<file path="src/design/gdfp_pkg.sv">
// Purpose: shared constants for the gate driver fault protection block
// Assumes: 40 MHz core clock, Avalon-MM register access
// Notes:   byte addresses, one 32-bit word per register
package gdfp_pkg;
	// -------------------------------------------------------------
	// register map
	// -------------------------------------------------------------
	localparam logic [3:0]  CTRL_ADDR   = 4'h0;
	localparam logic [3:0]  CLEAR_ADDR  = 4'h4;
	localparam logic [3:0]  STATUS_ADDR = 4'h8;
	// control fields
	localparam int          MASK_OC_BIT    = 0;
	localparam int          MASK_PERR_BIT  = 1;
	localparam int          MASK_DESAT_BIT = 2;
	localparam int          MASK_UV_BIT    = 3;
	localparam int          DESAT_SD_BIT   = 4;
	localparam int          PERR_SD_BIT    = 5;
	localparam int          DEAD_LSB       = 8;
	localparam int          BLANK_LSB      = 16;
	localparam logic [7:0]  DEAD_RESET     = 8'h08;
	localparam logic [7:0]  BLANK_RESET    = 8'h10;
	localparam logic [5:0]  MASK_RESET     = 6'h00;
	// clear fields
	localparam int          CLR_A_BIT      = 0;
	localparam int          CLR_B_BIT      = 1;
	// status fields
	localparam int          ST_OC_BIT      = 0;
	localparam int          ST_PERR_BIT    = 1;
	localparam int          ST_DESAT_BIT   = 2;
	localparam int          ST_UV_BIT      = 3;
	localparam int          ST_PHASE_LSB   = 4;
	localparam int          ST_PUMP_BIT    = 7;
	localparam int          ST_OCLIVE_BIT  = 8;
	// -------------------------------------------------------------
	// timing
	// -------------------------------------------------------------
	localparam int CLK_HZ         = 40000000;
	localparam int CLK_PERIOD_PS  = 25000;
	localparam int DESAT_FILT_NS  = 1000;
	localparam int UV_FILT_NS     = 700;
	localparam int UV_STRONG_NS   = 8000;
	localparam int PUMP_HZ        = 130000;
	localparam int DESAT_CYC =
		(DESAT_FILT_NS * 1000 + CLK_PERIOD_PS - 1) / CLK_PERIOD_PS;
	localparam int UV_FILT_CYC =
		(UV_FILT_NS * 1000 + CLK_PERIOD_PS - 1) / CLK_PERIOD_PS;
	localparam int UV_STRONG_CYC = (UV_STRONG_NS * 1000) / CLK_PERIOD_PS;
	localparam int PUMP_HALF_CYC = CLK_HZ / (2 * PUMP_HZ);
endpackage : gdfp_pkg

</file>
<file path="src/design/gate_driver_fault_protection.sv">
// Purpose: fault protection and gate steering for a three phase predriver
// Assumes: comparator and command pins are asynchronous to clk
// Notes:
// Notes on behaviour
// RULE1: overcurrent comparator latches fault and flag output
// RULE2: latched overcurrent in status, masked interrupt
// RULE3: interrupt holds until fault gone and clear A
// RULE4: deadtime starts at low off, then high on
// RULE5: desaturation after blanking initiates fault
// RULE6: desaturation registered after 1.0 us filter
// RULE7: registered desaturation turns all gates off
// RULE8: condition clearing early restarts the filter
// RULE9: status readable, mask and shutdown disable honoured
// RULE10: high side phase error, also desaturation
// RULE11: low side phase error after deadtime, blanking
// RULE12: phase error ORs per phase and overall
// RULE13: phase error interrupt held until clear B
// RULE14: undervoltage filtered about 700 ns first
// RULE15: undervoltage strong turn off then hold off
// RULE16: on recovery low follows, high waits init
// RULE17: high gate floats until low turns off
// RULE18: hold off on low logic, reset, cutoff
// RULE19: charge pump enable with hysteresis
// RULE20: charge pump switched at 130 kHz
// RULE21: any fault demands fresh initialization; code demands it only after a shutdown or undervoltage, not after overcurrent
// RULE22: host toggles low then high per phase
// RULE23: comparator inputs synchronised before use
`timescale 1ns/1ps
module gate_driver_fault_protection
	import gdfp_pkg::*;
(
	// clock and reset
	input  wire logic        clk,
	input  wire logic        arst_n,
	// avalon-mm slave
	input  wire logic [3:0]  address,
	input  wire logic        read,
	input  wire logic        write,
	input  wire logic [31:0] writedata,
	output logic      [31:0] readdata,
	output logic             waitrequest,
	// comparators and commands, asynchronous
	input  wire logic        sense_amp_over,
	input  wire logic [2:0]  desat_cmp,
	input  wire logic [2:0]  phase_node_sense,
	input  wire logic        gate_supply_uv,
	input  wire logic        gate_supply_cutoff_level,
	input  wire logic        logic_supply_low,
	input  wire logic        pump_below_reg,
	input  wire logic        pump_above_hyst,
	input  wire logic [2:0]  high_side_cmd_in,
	input  wire logic [2:0]  low_side_cmd_in,
	// gate and status outputs
	output logic      [2:0]  high_gate_drive,
	output logic      [2:0]  high_gate_oe,
	output logic      [2:0]  low_gate_drive,
	output logic             strong_off,
	output logic             hold_off,
	output logic             overcurrent_flag_out,
	output logic             irq,
	output logic             pump_en,
	output logic             pump_clk
);
	// -------------------------------------------------------------
	// input synchronisers
	// -------------------------------------------------------------
	localparam int NSYNC = 18;
	logic [NSYNC-1:0] sync1;
	logic [NSYNC-1:0] sync2;
	logic [5:0]       cmd_prev;
	logic             oc_s, uv_s, cut_s, vdd_s, plo_s, phi_s;
	logic [2:0]       desat_s, phase_s, hs_s, ls_s;

	// two flops per pin, first stage read only by second [RULE23]
	always_ff @(posedge clk or negedge arst_n)
		if (!arst_n)
		begin
			sync1 <= '0;
			sync2 <= '0;
		end
		else
		begin
			sync1 <= {sense_amp_over, desat_cmp, phase_node_sense,
				gate_supply_uv, gate_supply_cutoff_level,
				logic_supply_low, pump_below_reg, pump_above_hyst,
				high_side_cmd_in, low_side_cmd_in};
			sync2 <= sync1;
		end

	assign {oc_s, desat_s, phase_s, uv_s, cut_s, vdd_s, plo_s, phi_s,
		hs_s, ls_s} = sync2;

	// previous command levels for edge detection
	always_ff @(posedge clk or negedge arst_n)
		if (!arst_n)
			cmd_prev <= '0;
		else
			cmd_prev <= {hs_s, ls_s};

	// -------------------------------------------------------------
	// control registers
	// -------------------------------------------------------------
	logic [5:0] ctrl_bits;
	logic [7:0] dead_cyc;
	logic [7:0] blank_cyc;
	logic       acc_wr, acc_rd, clr_a, clr_b;
	logic       st_oc, st_desat, uv_q, uv_d;
	logic [2:0] hs_perr, ls_perr, perr_ph;
	logic [2:0] hs_on, ls_on, hs_armed;
	logic       perr_any, kill;

	assign acc_wr = write && !waitrequest;
	assign acc_rd = read && !waitrequest;
	assign clr_a  = acc_wr && address == CLEAR_ADDR && writedata[CLR_A_BIT];
	assign clr_b  = acc_wr && address == CLEAR_ADDR && writedata[CLR_B_BIT];

	// one wait cycle per access, answer from a flop
	always_ff @(posedge clk or negedge arst_n)
		if (!arst_n)
			waitrequest <= 1'b1;
		else
			waitrequest <= !((read || write) && waitrequest);

	// control word: masks, shutdown disables, timing [RULE9]
	always_ff @(posedge clk or negedge arst_n)
		if (!arst_n)
		begin
			ctrl_bits <= MASK_RESET;
			dead_cyc  <= DEAD_RESET;
			blank_cyc <= BLANK_RESET;
		end
		else if (acc_wr && address == CTRL_ADDR)
		begin
			ctrl_bits <= writedata[5:0];
			dead_cyc  <= writedata[DEAD_LSB +: 8];
			blank_cyc <= writedata[BLANK_LSB +: 8];
		end

	// read data loaded as waitrequest drops; unmapped reads zero
	always_ff @(posedge clk or negedge arst_n)
		if (!arst_n)
			readdata <= '0;
		else if (read && waitrequest)
		begin
			readdata <= '0;
			if (address == CTRL_ADDR)
				readdata <= {8'h00, blank_cyc, dead_cyc, 2'b00,
					ctrl_bits};
			else if (address == STATUS_ADDR)
			begin
				readdata[ST_OC_BIT]    <= st_oc;
				readdata[ST_PERR_BIT]  <= perr_any;
				readdata[ST_DESAT_BIT] <= st_desat;
				readdata[ST_UV_BIT]    <= uv_q;
				readdata[ST_PHASE_LSB +: 3] <= perr_ph;
				readdata[ST_PUMP_BIT]  <= pump_en;
				readdata[ST_OCLIVE_BIT] <= oc_s;
			end
		end

	// -------------------------------------------------------------
	// overcurrent and interrupt
	// -------------------------------------------------------------
	// live condition sets, so clear only works once it is gone
	always_ff @(posedge clk or negedge arst_n)
		if (!arst_n)
			st_oc <= 1'b0;
		else if (oc_s)
			st_oc <= 1'b1;                         // [RULE1]
		else if (clr_a)
			st_oc <= 1'b0;                         // [RULE3]

	assign perr_ph  = hs_perr | ls_perr;               // [RULE12]
	assign perr_any = |perr_ph;                        // [RULE12]

	// flag pin and masked level interrupt
	always_ff @(posedge clk or negedge arst_n)
		if (!arst_n)
		begin
			overcurrent_flag_out <= 1'b0;
			irq                  <= 1'b0;
		end
		else
		begin
			overcurrent_flag_out <= st_oc;                 // [RULE1]
			irq <= (st_oc && ctrl_bits[MASK_OC_BIT])       // [RULE2]
				|| (perr_any && ctrl_bits[MASK_PERR_BIT])  // [RULE13]
				|| (st_desat && ctrl_bits[MASK_DESAT_BIT])
				|| (uv_q && ctrl_bits[MASK_UV_BIT]);
		end

	// -------------------------------------------------------------
	// deadtime, blanking, phase and desaturation checks
	// -------------------------------------------------------------
	logic [7:0] dt_cnt [3];
	logic [7:0] bl_cnt [3];
	logic [5:0] df_cnt [3];
	logic [2:0] pend_hs, pend_ls, dcond, dexpire;

	// shutdown unless host disabled it for that fault [RULE9]
	assign kill = (st_desat && !ctrl_bits[DESAT_SD_BIT])
		|| (perr_any && !ctrl_bits[PERR_SD_BIT]);

	// high side on, blanking over, desat seen or node not up [RULE5] [RULE10]
	assign dcond = hs_on & {bl_cnt[2] == 8'h00, bl_cnt[1] == 8'h00,
		bl_cnt[0] == 8'h00} & (desat_s | ~phase_s);
	always_comb
		for (int p = 0; p < 3; p++)
			dexpire[p] = dcond[p]
				&& df_cnt[p] == 6'(DESAT_CYC - 1);   // [RULE6]

	// per phase steering; edge on a command input selects a side
	always_ff @(posedge clk or negedge arst_n)
		if (!arst_n)
		begin
			hs_on    <= '0;
			ls_on    <= '0;
			pend_hs  <= '0;
			pend_ls  <= '0;
			hs_armed <= '0;
			for (int p = 0; p < 3; p++)
			begin
				dt_cnt[p] <= '0;
				bl_cnt[p] <= '0;
			end
		end
		else
			for (int p = 0; p < 3; p++)
			begin
				if (dt_cnt[p] != 8'h00)
					dt_cnt[p] <= dt_cnt[p] - 8'h01;
				if (bl_cnt[p] != 8'h00)
					bl_cnt[p] <= bl_cnt[p] - 8'h01;
				if (kill || uv_q)
				begin
					// fault forces off and demands re-init [RULE7] [RULE21]
					hs_on[p]    <= 1'b0;
					ls_on[p]    <= 1'b0;
					pend_hs[p]  <= 1'b0;
					pend_ls[p]  <= 1'b0;
					hs_armed[p] <= 1'b0;
				end
				else if (uv_d && ls_s[p])
				begin
					// supply back: low follows its level at once [RULE16]
					ls_on[p] <= 1'b1;
				end
				else if (hs_s[p] && !cmd_prev[3+p])
				begin
					// low off now, deadtime from that moment [RULE4]
					ls_on[p]   <= 1'b0;
					pend_ls[p] <= 1'b0;
					pend_hs[p] <= 1'b1;
					if (ls_on[p])
						dt_cnt[p] <= dead_cyc;
				end
				else if (ls_s[p] && !cmd_prev[p])
				begin
					hs_on[p]   <= 1'b0;
					pend_hs[p] <= 1'b0;
					pend_ls[p] <= 1'b1;
					if (hs_on[p])
						dt_cnt[p] <= dead_cyc;
				end
				else if (!hs_s[p] && cmd_prev[3+p])
				begin
					// turning a side off starts the deadtime [RULE4]
					if (hs_on[p])
						dt_cnt[p] <= dead_cyc;
					hs_on[p]   <= 1'b0;
					pend_hs[p] <= 1'b0;
				end
				else if (!ls_s[p] && cmd_prev[p])
				begin
					// low side turned off by command arms high [RULE17]
					if (ls_on[p])
					begin
						hs_armed[p] <= 1'b1;
						dt_cnt[p]   <= dead_cyc;   // [RULE4]
					end
					ls_on[p]   <= 1'b0;
					pend_ls[p] <= 1'b0;
				end
				else if (dt_cnt[p] == 8'h00 && pend_hs[p])
				begin
					hs_on[p]   <= 1'b1;                // [RULE4]
					pend_hs[p] <= 1'b0;
					bl_cnt[p]  <= blank_cyc | 8'h01;
				end
				else if (dt_cnt[p] == 8'h00 && pend_ls[p])
				begin
					ls_on[p]   <= 1'b1;
					pend_ls[p] <= 1'b0;
					bl_cnt[p]  <= blank_cyc | 8'h01;
				end
			end

	// phase errors at the end of blanking, cleared by clear B
	always_ff @(posedge clk or negedge arst_n)
		if (!arst_n)
		begin
			hs_perr <= '0;
			ls_perr <= '0;
		end
		else
			for (int p = 0; p < 3; p++)
			begin
				if (hs_on[p] && bl_cnt[p] == 8'h01 && !phase_s[p])
					hs_perr[p] <= 1'b1;            // [RULE10]
				else if (clr_b)
					hs_perr[p] <= 1'b0;            // [RULE13]
				if (ls_on[p] && bl_cnt[p] == 8'h01 && phase_s[p])
					ls_perr[p] <= 1'b1;            // [RULE11]
				else if (clr_b)
					ls_perr[p] <= 1'b0;
			end

	// digital filter; a gap in the condition restarts it
	always_ff @(posedge clk or negedge arst_n)
		if (!arst_n)
		begin
			for (int p = 0; p < 3; p++)
				df_cnt[p] <= '0;
			st_desat <= 1'b0;
		end
		else
		begin
			for (int p = 0; p < 3; p++)
				if (!dcond[p] || dexpire[p])
					df_cnt[p] <= '0;               // [RULE8]
				else
					df_cnt[p] <= df_cnt[p] + 6'h01;
			if (|dexpire)
				st_desat <= 1'b1;                  // [RULE6]
			else if (clr_b)
				st_desat <= 1'b0;
		end

	// -------------------------------------------------------------
	// gate supply undervoltage
	// -------------------------------------------------------------
	logic [4:0] uvf_cnt;
	logic [8:0] st_cnt;

	// filter rejects short dips before acting [RULE14]
	always_ff @(posedge clk or negedge arst_n)
		if (!arst_n)
		begin
			uvf_cnt <= '0;
			uv_q    <= 1'b0;
			st_cnt  <= '0;
			uv_d    <= 1'b0;
		end
		else
		begin
			// delayed copy marks the cycle after recovery
			uv_d <= uv_q;
			if (!uv_s)
			begin
				uvf_cnt <= '0;
				uv_q    <= 1'b0;                   // [RULE16]
			end
			else if (!uv_q && uvf_cnt == 5'(UV_FILT_CYC - 1))
			begin
				uv_q   <= 1'b1;                    // [RULE14]
				st_cnt <= 9'(UV_STRONG_CYC);       // [RULE15]
			end
			else if (!uv_q)
				uvf_cnt <= uvf_cnt + 5'h01;
			if (st_cnt != 9'h000 && !(uv_s && !uv_q
				&& uvf_cnt == 5'(UV_FILT_CYC - 1)))
				st_cnt <= st_cnt - 9'h001;
		end

	// -------------------------------------------------------------
	// gate outputs and hold off
	// -------------------------------------------------------------
	// low follows input at once; high needs init and drives only then
	always_ff @(posedge clk or negedge arst_n)
		if (!arst_n)
		begin
			high_gate_drive <= '0;
			high_gate_oe    <= '0;
			low_gate_drive  <= '0;
			strong_off      <= 1'b0;
			hold_off        <= 1'b1;               // [RULE18]
		end
		else
		begin
			low_gate_drive  <= ls_on;              // [RULE16]
			high_gate_drive <= hs_on & hs_armed;   // [RULE21]
			// floats until armed, driven low during faults [RULE17]
			high_gate_oe    <= hs_armed | {3{kill || uv_q}};
			strong_off      <= kill || (uv_q && st_cnt != 9'h000);
			// weak pull-down after strong phase ends [RULE15]
			hold_off        <= vdd_s || cut_s      // [RULE18]
				|| (uv_q && st_cnt == 9'h000);
		end

	// -------------------------------------------------------------
	// charge pump
	// -------------------------------------------------------------
	logic [7:0] pump_cnt;

	// hysteresis from two thresholds avoids chatter [RULE19]
	always_ff @(posedge clk or negedge arst_n)
		if (!arst_n)
			pump_en <= 1'b0;
		else if (plo_s)
			pump_en <= 1'b1;
		else if (phi_s)
			pump_en <= 1'b0;

	// square wave at the pump rate while enabled [RULE20]
	always_ff @(posedge clk or negedge arst_n)
		if (!arst_n)
		begin
			pump_cnt <= '0;
			pump_clk <= 1'b0;
		end
		else if (!pump_en)
		begin
			pump_cnt <= '0;
			pump_clk <= 1'b0;
		end
		else if (pump_cnt == 8'(PUMP_HALF_CYC - 1))
		begin
			pump_cnt <= '0;
			pump_clk <= !pump_clk;
		end
		else
			pump_cnt <= pump_cnt + 8'h01;
endmodule : gate_driver_fault_protection

</file>
<file path="config.mk">
export PLATFORM = sky130hd
export DESIGN_NAME = gate_driver_fault_protection
export DESIGN_NICKNAME = d
export VERILOG_FILES = /design/src/design/gdfp_pkg.sv /design/src/design/gate_driver_fault_protection.sv
export SDC_FILE = /design/constraint.sdc
export NUM_CORES = 1
export LEC_CHECK = 0
export ABC_AREA = 0
export BUFFER_PORTS_ARGS = -buffer_cell sky130_fd_sc_hd__buf_2
export CAP_MARGIN = 5
export CORE_ASPECT_RATIO = 0.5
export CORE_MARGIN = 8
export CORE_UTILIZATION = 25
export DETAILED_ROUTE_END_ITERATION = 10
export GPL_ROUTABILITY_DRIVEN = 0
export PLACE_DENSITY = 0.39
export SLEW_MARGIN = 40
export SYNTH_ARGS = -nofsm -noshare
export SYNTH_HDL_FRONTEND = slang
export SYNTH_SLANG_ARGS = --single-unit
</file>
<file path="constraint.sdc">
create_clock -name clk -period 1.9 [get_ports clk]
set_input_delay 0.19 -clock clk [delete_from_list [all_inputs] [get_ports clk]]
set_output_delay 0.19 -clock clk [all_outputs]
set_load 0.01 [all_outputs]
</file>
Word level (Yosys, flattened, before mapping) --
Index checks and enable logic that the tools add are counted.
Word-level totals: register bits 225, output and inout port bits 48
Cells by class: equal/unequal tests 47, reductions and logical operators 155, bitwise operators 7, muxes and demuxes 195, add/subtract/negate cells 12
Operator list (count):
- 2-to-1 mux 8 bit | 56
- 2-to-1 mux 1 bit | 127
- logical AND 1 bit | 55
- logical NOT 8 bit | 6
- nonzero test 8 bit | 6
- subtractor 8 x 1 -> 8 bit (second input constant) | 6
- 2-to-1 mux 9 bit | 5
- nonzero test 5 bit | 9
- AND reduction 4 bit | 9
- nonzero test 2 bit | 17
- != test 4 bit (second input constant) | 8
- != test 5 bit (second input constant) | 6
- logical NOT 1 bit | 25
- equality test 8 x 1 -> 1 bit (second input constant) | 3
- != test 2 bit (second input constant) | 10
- adder 6 x 1 -> 6 bit (second input constant) | 3
- equality test 6 bit (second input constant) | 3
- 2-to-1 mux 6 bit | 3
- AND reduction 6 bit | 3
- != test 4 x 3 -> 1 bit (second input constant) | 4
- 2-to-1 mux 15 bit | 1
- 2-to-1 mux 5 bit | 3
- != test 5 x 4 -> 1 bit (second input constant) | 3
- logical OR 1 bit | 12
- 18 further kinds | 33

Longest topological paths before layout --
word-level depth 10, depth in mapped cells 8

Worst setup path after synthesis --
OpenSTA, ideal clock, no wires.
path type reg-to-reg, start point register dt_cnt[8] (netlist name), end point register bl_cnt[15] (netlist name), path buffers 0, setup slack -197 ps, stages on the path, launching flop included 7, required time 1775 ps, arrival 1972 ps, period minus slack after synthesis 2097 ps, setup time 125 ps, cell sequence dfrtp_1 inv_1 ha_1 or4b_2 nor3_1 and3_1 mux2_2
Between the ends: cells in the longest elaborated chain, start to end 10, elaborated cells on any way between the ends 11, those cells by class mux (8); reduce/logical (3)
Ends and longest elaborated chain:
- from (decl) | RTL line gate_driver_fault_protection.sv:195 | logic [7:0] dt_cnt [3];
- from (signal, indexed assignment) | RTL line gate_driver_fault_protection.sv:231 | dt_cnt[p] <= dt_cnt[p] - 8'h01;
- from (signal, indexed assignment) | RTL line gate_driver_fault_protection.sv:255 | dt_cnt[p] <= dead_cyc;
- from (signal, indexed assignment) | RTL line gate_driver_fault_protection.sv:263 | dt_cnt[p] <= dead_cyc;
- logical NOT 8 bit (*) | RTL line gate_driver_fault_protection.sv:284, gate_driver_fault_protection.sv:290
- logical AND 1 bit | RTL line gate_driver_fault_protection.sv:290 | else if (dt_cnt[p] == 8'h00 && pend_ls[p])
- 2-to-1 mux 8 bit | RTL line gate_driver_fault_protection.sv:290
- 2-to-1 mux 8 bit (*) | RTL line gate_driver_fault_protection.sv:284 | else if (dt_cnt[p] == 8'h00 && pend_hs[p])
- 2-to-1 mux 8 bit (*) | RTL line gate_driver_fault_protection.sv:273 | else if (!ls_s[p] && cmd_prev[p])
- 2-to-1 mux 8 bit (*) | RTL line gate_driver_fault_protection.sv:265 | else if (!hs_s[p] && cmd_prev[3+p])
- 2-to-1 mux 8 bit (*) | RTL line gate_driver_fault_protection.sv:257 | else if (ls_s[p] && !cmd_prev[p])
- 2-to-1 mux 8 bit (*) | RTL line gate_driver_fault_protection.sv:248 | else if (hs_s[p] && !cmd_prev[3+p])
- 2-to-1 mux 8 bit (*) | RTL line gate_driver_fault_protection.sv:243 | else if (uv_d && ls_s[p])
- 2-to-1 mux 8 bit (*) | RTL line gate_driver_fault_protection.sv:234 | if (kill || uv_q)
- to (signal, indexed assignment) | RTL line gate_driver_fault_protection.sv:233 | bl_cnt[p] <= bl_cnt[p] - 8'h01;
- to (signal, indexed assignment) | RTL line gate_driver_fault_protection.sv:288 | bl_cnt[p] <= blank_cyc | 8'h01;
- to (signal, indexed assignment) | RTL line gate_driver_fault_protection.sv:294 | bl_cnt[p] <= blank_cyc | 8'h01;
- to (decl) | RTL line gate_driver_fault_protection.sv:196 | logic [7:0] bl_cnt [3];
Every way passes the cells marked *; elsewhere a longest branch is shown, timed or not. A chain may end at the register's enable or synchronous reset.

Final worst setup path --
start point register dt_cnt[18] (netlist name), end point register dt_cnt[23] (netlist name)
Between the ends: cells in the longest elaborated chain, start to end 9, elaborated cells on any way between the ends 11, those cells by class add/sub (1); mux (9); reduce/logical (1)
Ends and longest elaborated chain:
- subtractor 8 x 1 -> 8 bit / nonzero test 8 bit (equally long branches) | RTL line gate_driver_fault_protection.sv:231, gate_driver_fault_protection.sv:230
- 2-to-1 mux 8 bit (*) | RTL line gate_driver_fault_protection.sv:230 | if (dt_cnt[p] != 8'h00)
- 2-to-1 mux 8 bit | RTL line gate_driver_fault_protection.sv:254, gate_driver_fault_protection.sv:276
- 2-to-1 mux 8 bit | RTL line gate_driver_fault_protection.sv:273
- 2-to-1 mux 8 bit | RTL line gate_driver_fault_protection.sv:265
- 2-to-1 mux 8 bit | RTL line gate_driver_fault_protection.sv:257
- 2-to-1 mux 8 bit | RTL line gate_driver_fault_protection.sv:248
- 2-to-1 mux 8 bit | RTL line gate_driver_fault_protection.sv:243
- 2-to-1 mux 8 bit (*) | RTL line gate_driver_fault_protection.sv:234
Marked as above.

==> impl_metrics.tcl <==
set metrics [dict create \
    hold_path.class "in2async" \
    fin_tns_setup_ns -0.137 \
    rows 51 \
    fin_crit_ns 1.95 \
    drt_iter0_drc 285 \
    p_seq_share_pct 40.2 \
    pwr-share-comb_pct 28.6 \
    end_kind "flop" \
    h-tree-depth 1 \
    ant_nets 0 \
    synth_area_leaders "dfrtp_1, mux2_2, nand2_1" \
    dp_hpwl_mm 19.2 \
    worst_slew_pin_slew_ns 0.484 \
    cp_num_buf_inv 0 \
    path_delay_family "simple AND/OR/NAND/NOR gates" \
    slowest_stage "or4_4" \
    cts_tree "yes" \
    clock_power_share_pct 31.2 \
    worst_slack_ns -0.0521 \
    grt_pass1_wl_mm 42.9 \
    cp_common_cell "or4_4" \
    crit_type "reg2reg" \
    path_cells "or4_4 > or4_4 > a21o_1 > mux2_2" \
    timing.fmax_mhz 512 \
    diodes 0 \
    area_growth_syn_to_layout_pct 36.2 \
    async_flop_share_pct 100 \
    fin_total_pwr_mw 15.3 \
    synthCells 916 \
    synth_seq_cells 217 \
    drc 0 \
    power_switching_mw 4.62 \
    status "finished, violations left" \
    grt-ovfl-total 0 \
    cts-buffers-inserted 23 \
    finClkSkew_ns 0.0134 \
    vias 7497 \
    synth_cell_types 65 \
    clkLatencyLatePin_ns 0.52 \
    ir_worst_vdd_mv 0.548 \
    track_usage_pct 11.3 \
    hold_violations 0 \
    p_leak_nw 6.07 \
    initial_core_util_pct 25.4 \
    first_global_vias 7732 \
    synth_ff_type "dfrtp_1" \
    relSlewSlack_pct 66.9 \
    startpoint_type "flop" \
    design.portCount 106 \
    fin_nets 1250 \
    synth_edf_count 0 \
    yosys_warnings 0 \
    fill_cells 3966 \
    failed_checks "negative setup slack" \
    avgViaCountPerCell 4.38 \
    die_w_um 297 \
    core_region_area_um2 38900 \
    swShare_pct 30.2 \
    cts_sinks 217 \
    final_layout_size_suffix_gt1_share_pct 30.9 \
    p_int_mw 10.7 \
    syn_area_um2 9880 \
    period_share_pct 103 \
    synth_top_area_share_pct 54.0 \
    totalWireLength_mm 26.9 \
    synth_common_cells "dfrtp_1, nand2_1, nor2_1" \
    power_density_nw_per_um2 1140 \
    max_cap_violations 0 \
    drtPass1Iterations 6 \
    die_area_um2 46500 \
    worst_setup_hold_path_clk_slew_ns 0.06 \
    slowest_delay_ns 0.58 \
    cts_buffer_depth 3 \
    die-height_um 157 \
    worstPathRequired_ns 2.31 \
    setup_violations 7 \
    rsz0062_at_grt "true" \
    syn_area_per_cell_um2 10.8 \
    seq_area_frac_synth_pct 55.0 \
    root_buffer "clkbuf_16" \
    finalMaxSlewViolations 0 \
    io_buffers 87 \
    crit_arrival_ns 2.36 \
    crit_path_max_fanout 4 \
    wl_per_cell_um 15.7 \
    grt_antenna_before_repair 0 \
    synthMostInstantiatedCell "dfrtp_1" \
    grt_max_degree 53 \
    synth_top_area_cell "dfrtp_1" \
]
[per-stage QoR]
| stage | hold slack (ns) | utilization, % | cell area, um^2 | worst slack, ns | std cells |
|---|---|---|---|---|---|
| after floorplan | -0.106 | - | 9970 | -0.0983 | 923 |
| after global placement | 0.110 | 30.2 | 11800 | -0.136 | 1612 |
| after detailed placement | 0.112 | 30.2 | 11800 | -0.162 | 1612 |
| after CTS | 0.144 | 34.0 | 13200 | -0.0554 | 1705 |
| after global routing | 0.158 | 34.6 | 13500 | -0.0990 | 1713 |
| final | 0.152 | 34.6 | 13500 | -0.0521 | 1713 |
[worst register-to-register path: stages (launching register included)]
cell     delay [ns]
dfrtp_1        0.39
or4_4          0.58
or4_4          0.44
a21o_1         0.18
mux2_2         0.25
[cells by family after synthesis]
group,synth area share (%)
xor+xnor,4.26
flops,55.0
buf+inv,3.22
other cells,0.0380
simple gates,17.0
mux,6.79
compound gates,10.0
fa+ha+maj,3.60
[worst paths after layout]
| check | to | slack (ns) | cells past startpoint | startpoint |
|---|---|---|---|---|
| min | sync2[0]$_DFF_PN0_ | 0.15 | 2 | arst_n |
| max reg2reg | dt_cnt[23]$_DFF_PN0_ | -0.05 | 4 | dt_cnt[18]$_DFF_PN0_ |
| min reg2reg | sync2[16]$_DFF_PN0_ | 0.35 | 0 | sync1[16]$_DFF_PN0_ |
| max in group asynchronous | dead_cyc[3]$_DFFE_PN1P_ | 1.07 | 3 | arst_n |
| min in group clk | readdata[5]$_DFFE_PN0P_ | 0.19 | 5 | address[2] |
| max | dt_cnt[23]$_DFF_PN0_ | -0.05 | 4 | dt_cnt[18]$_DFF_PN0_ |
[power groups by stage]
stage / combinational [mW] / sequential, mW / clock (mW)
3_3_place_gp: 3.78 / 6.17 / 0
5_1_grt: 4.87 / 6.27 / 5.15
4_1_cts: 4.22 / 6.13 / 4.96
2_1_floorplan: 2.35 / 6.07 / 0
3_5_place_dp: 3.84 / 6.17 / 0
6_report: 4.37 / 6.16 / 4.78
[state kept, by name (all words and copies together) (netlist names), 9 cells and up]
| register | count |
|---|---|
| sync1 | 18 |
| df_cnt | 18 |
| dt_cnt | 24 |
| readdata | 24 |
| st_cnt | 9 |
| sync2 | 18 |
| bl_cnt | 24 |
[area by class of cell]
type / count / area, um^2 / area share (%)
multi-input combinational: 633 / 4520 / 33.6
clock buffer: 34 / 677 / 5.03
clock inverter: 8 / 121 / 0.902
tap: 530 / 663 / 4.93
sequential: 217 / 5440 / 40.4
timing repair buffer: 250 / 1880 / 14.0
inverter: 41 / 154 / 1.14
[routing by layer]
| layer | up-vias | track usage [%] | part of all wire (%) |
|---|---|---|---|
| met5 | - | 0 | 0 |
| met3 | 43 | 2.92 | 4.4 |
| met1 | 3678 | 15.1 | 47 |
| met4 | 0 | 3.23 | 2.5 |
| li1 | 3672 | - | - |
| met2 | 104 | 18.2 | 46 |
[cells in the final DEF (no fill, tap or decap), types with 5 or more instances in the layout]
cell,synthesis,layout
dlygate4sd3_1,0,43
a31oi_1,10,10
nand2b_1,18,17
inv_1,41,37
mux2_4,1,11
and2_1,10,9
xor2_1,19,19
clkbuf_16,0,23
buf_4,8,106
nor4_1,10,5
nand3_1,15,15
buf_12,0,6
buf_6,1,6
nor3_1,20,18
xnor2_1,29,28
nor2b_1,12,12
conb_1,1,8
nand4_1,6,6
buf_2,2,87
a21oi_1,33,27
a21oi_2,0,6
a22oi_1,9,9
clkbuf_1,20,5
mux2i_1,7,7
a21o_1,9,9
nand2_1,95,90
or3_1,14,14
clkbuf_8,0,6
o31ai_1,13,12
o21ai_0,46,42
ha_1,26,23
o21bai_1,5,5
mux2_2,52,42
dfrtp_1,213,213
nor2_1,93,91
[timing repair]
item,CTS,global route
gates cloned,2,0
pin swaps,9,6
hold endpoints to repair,256,0
endpoints found under the setup margin,56,67
setup buffers,6,8
hold buffers,43,0
resized for setup,45,31
Power figures use the tool's default switching activity.
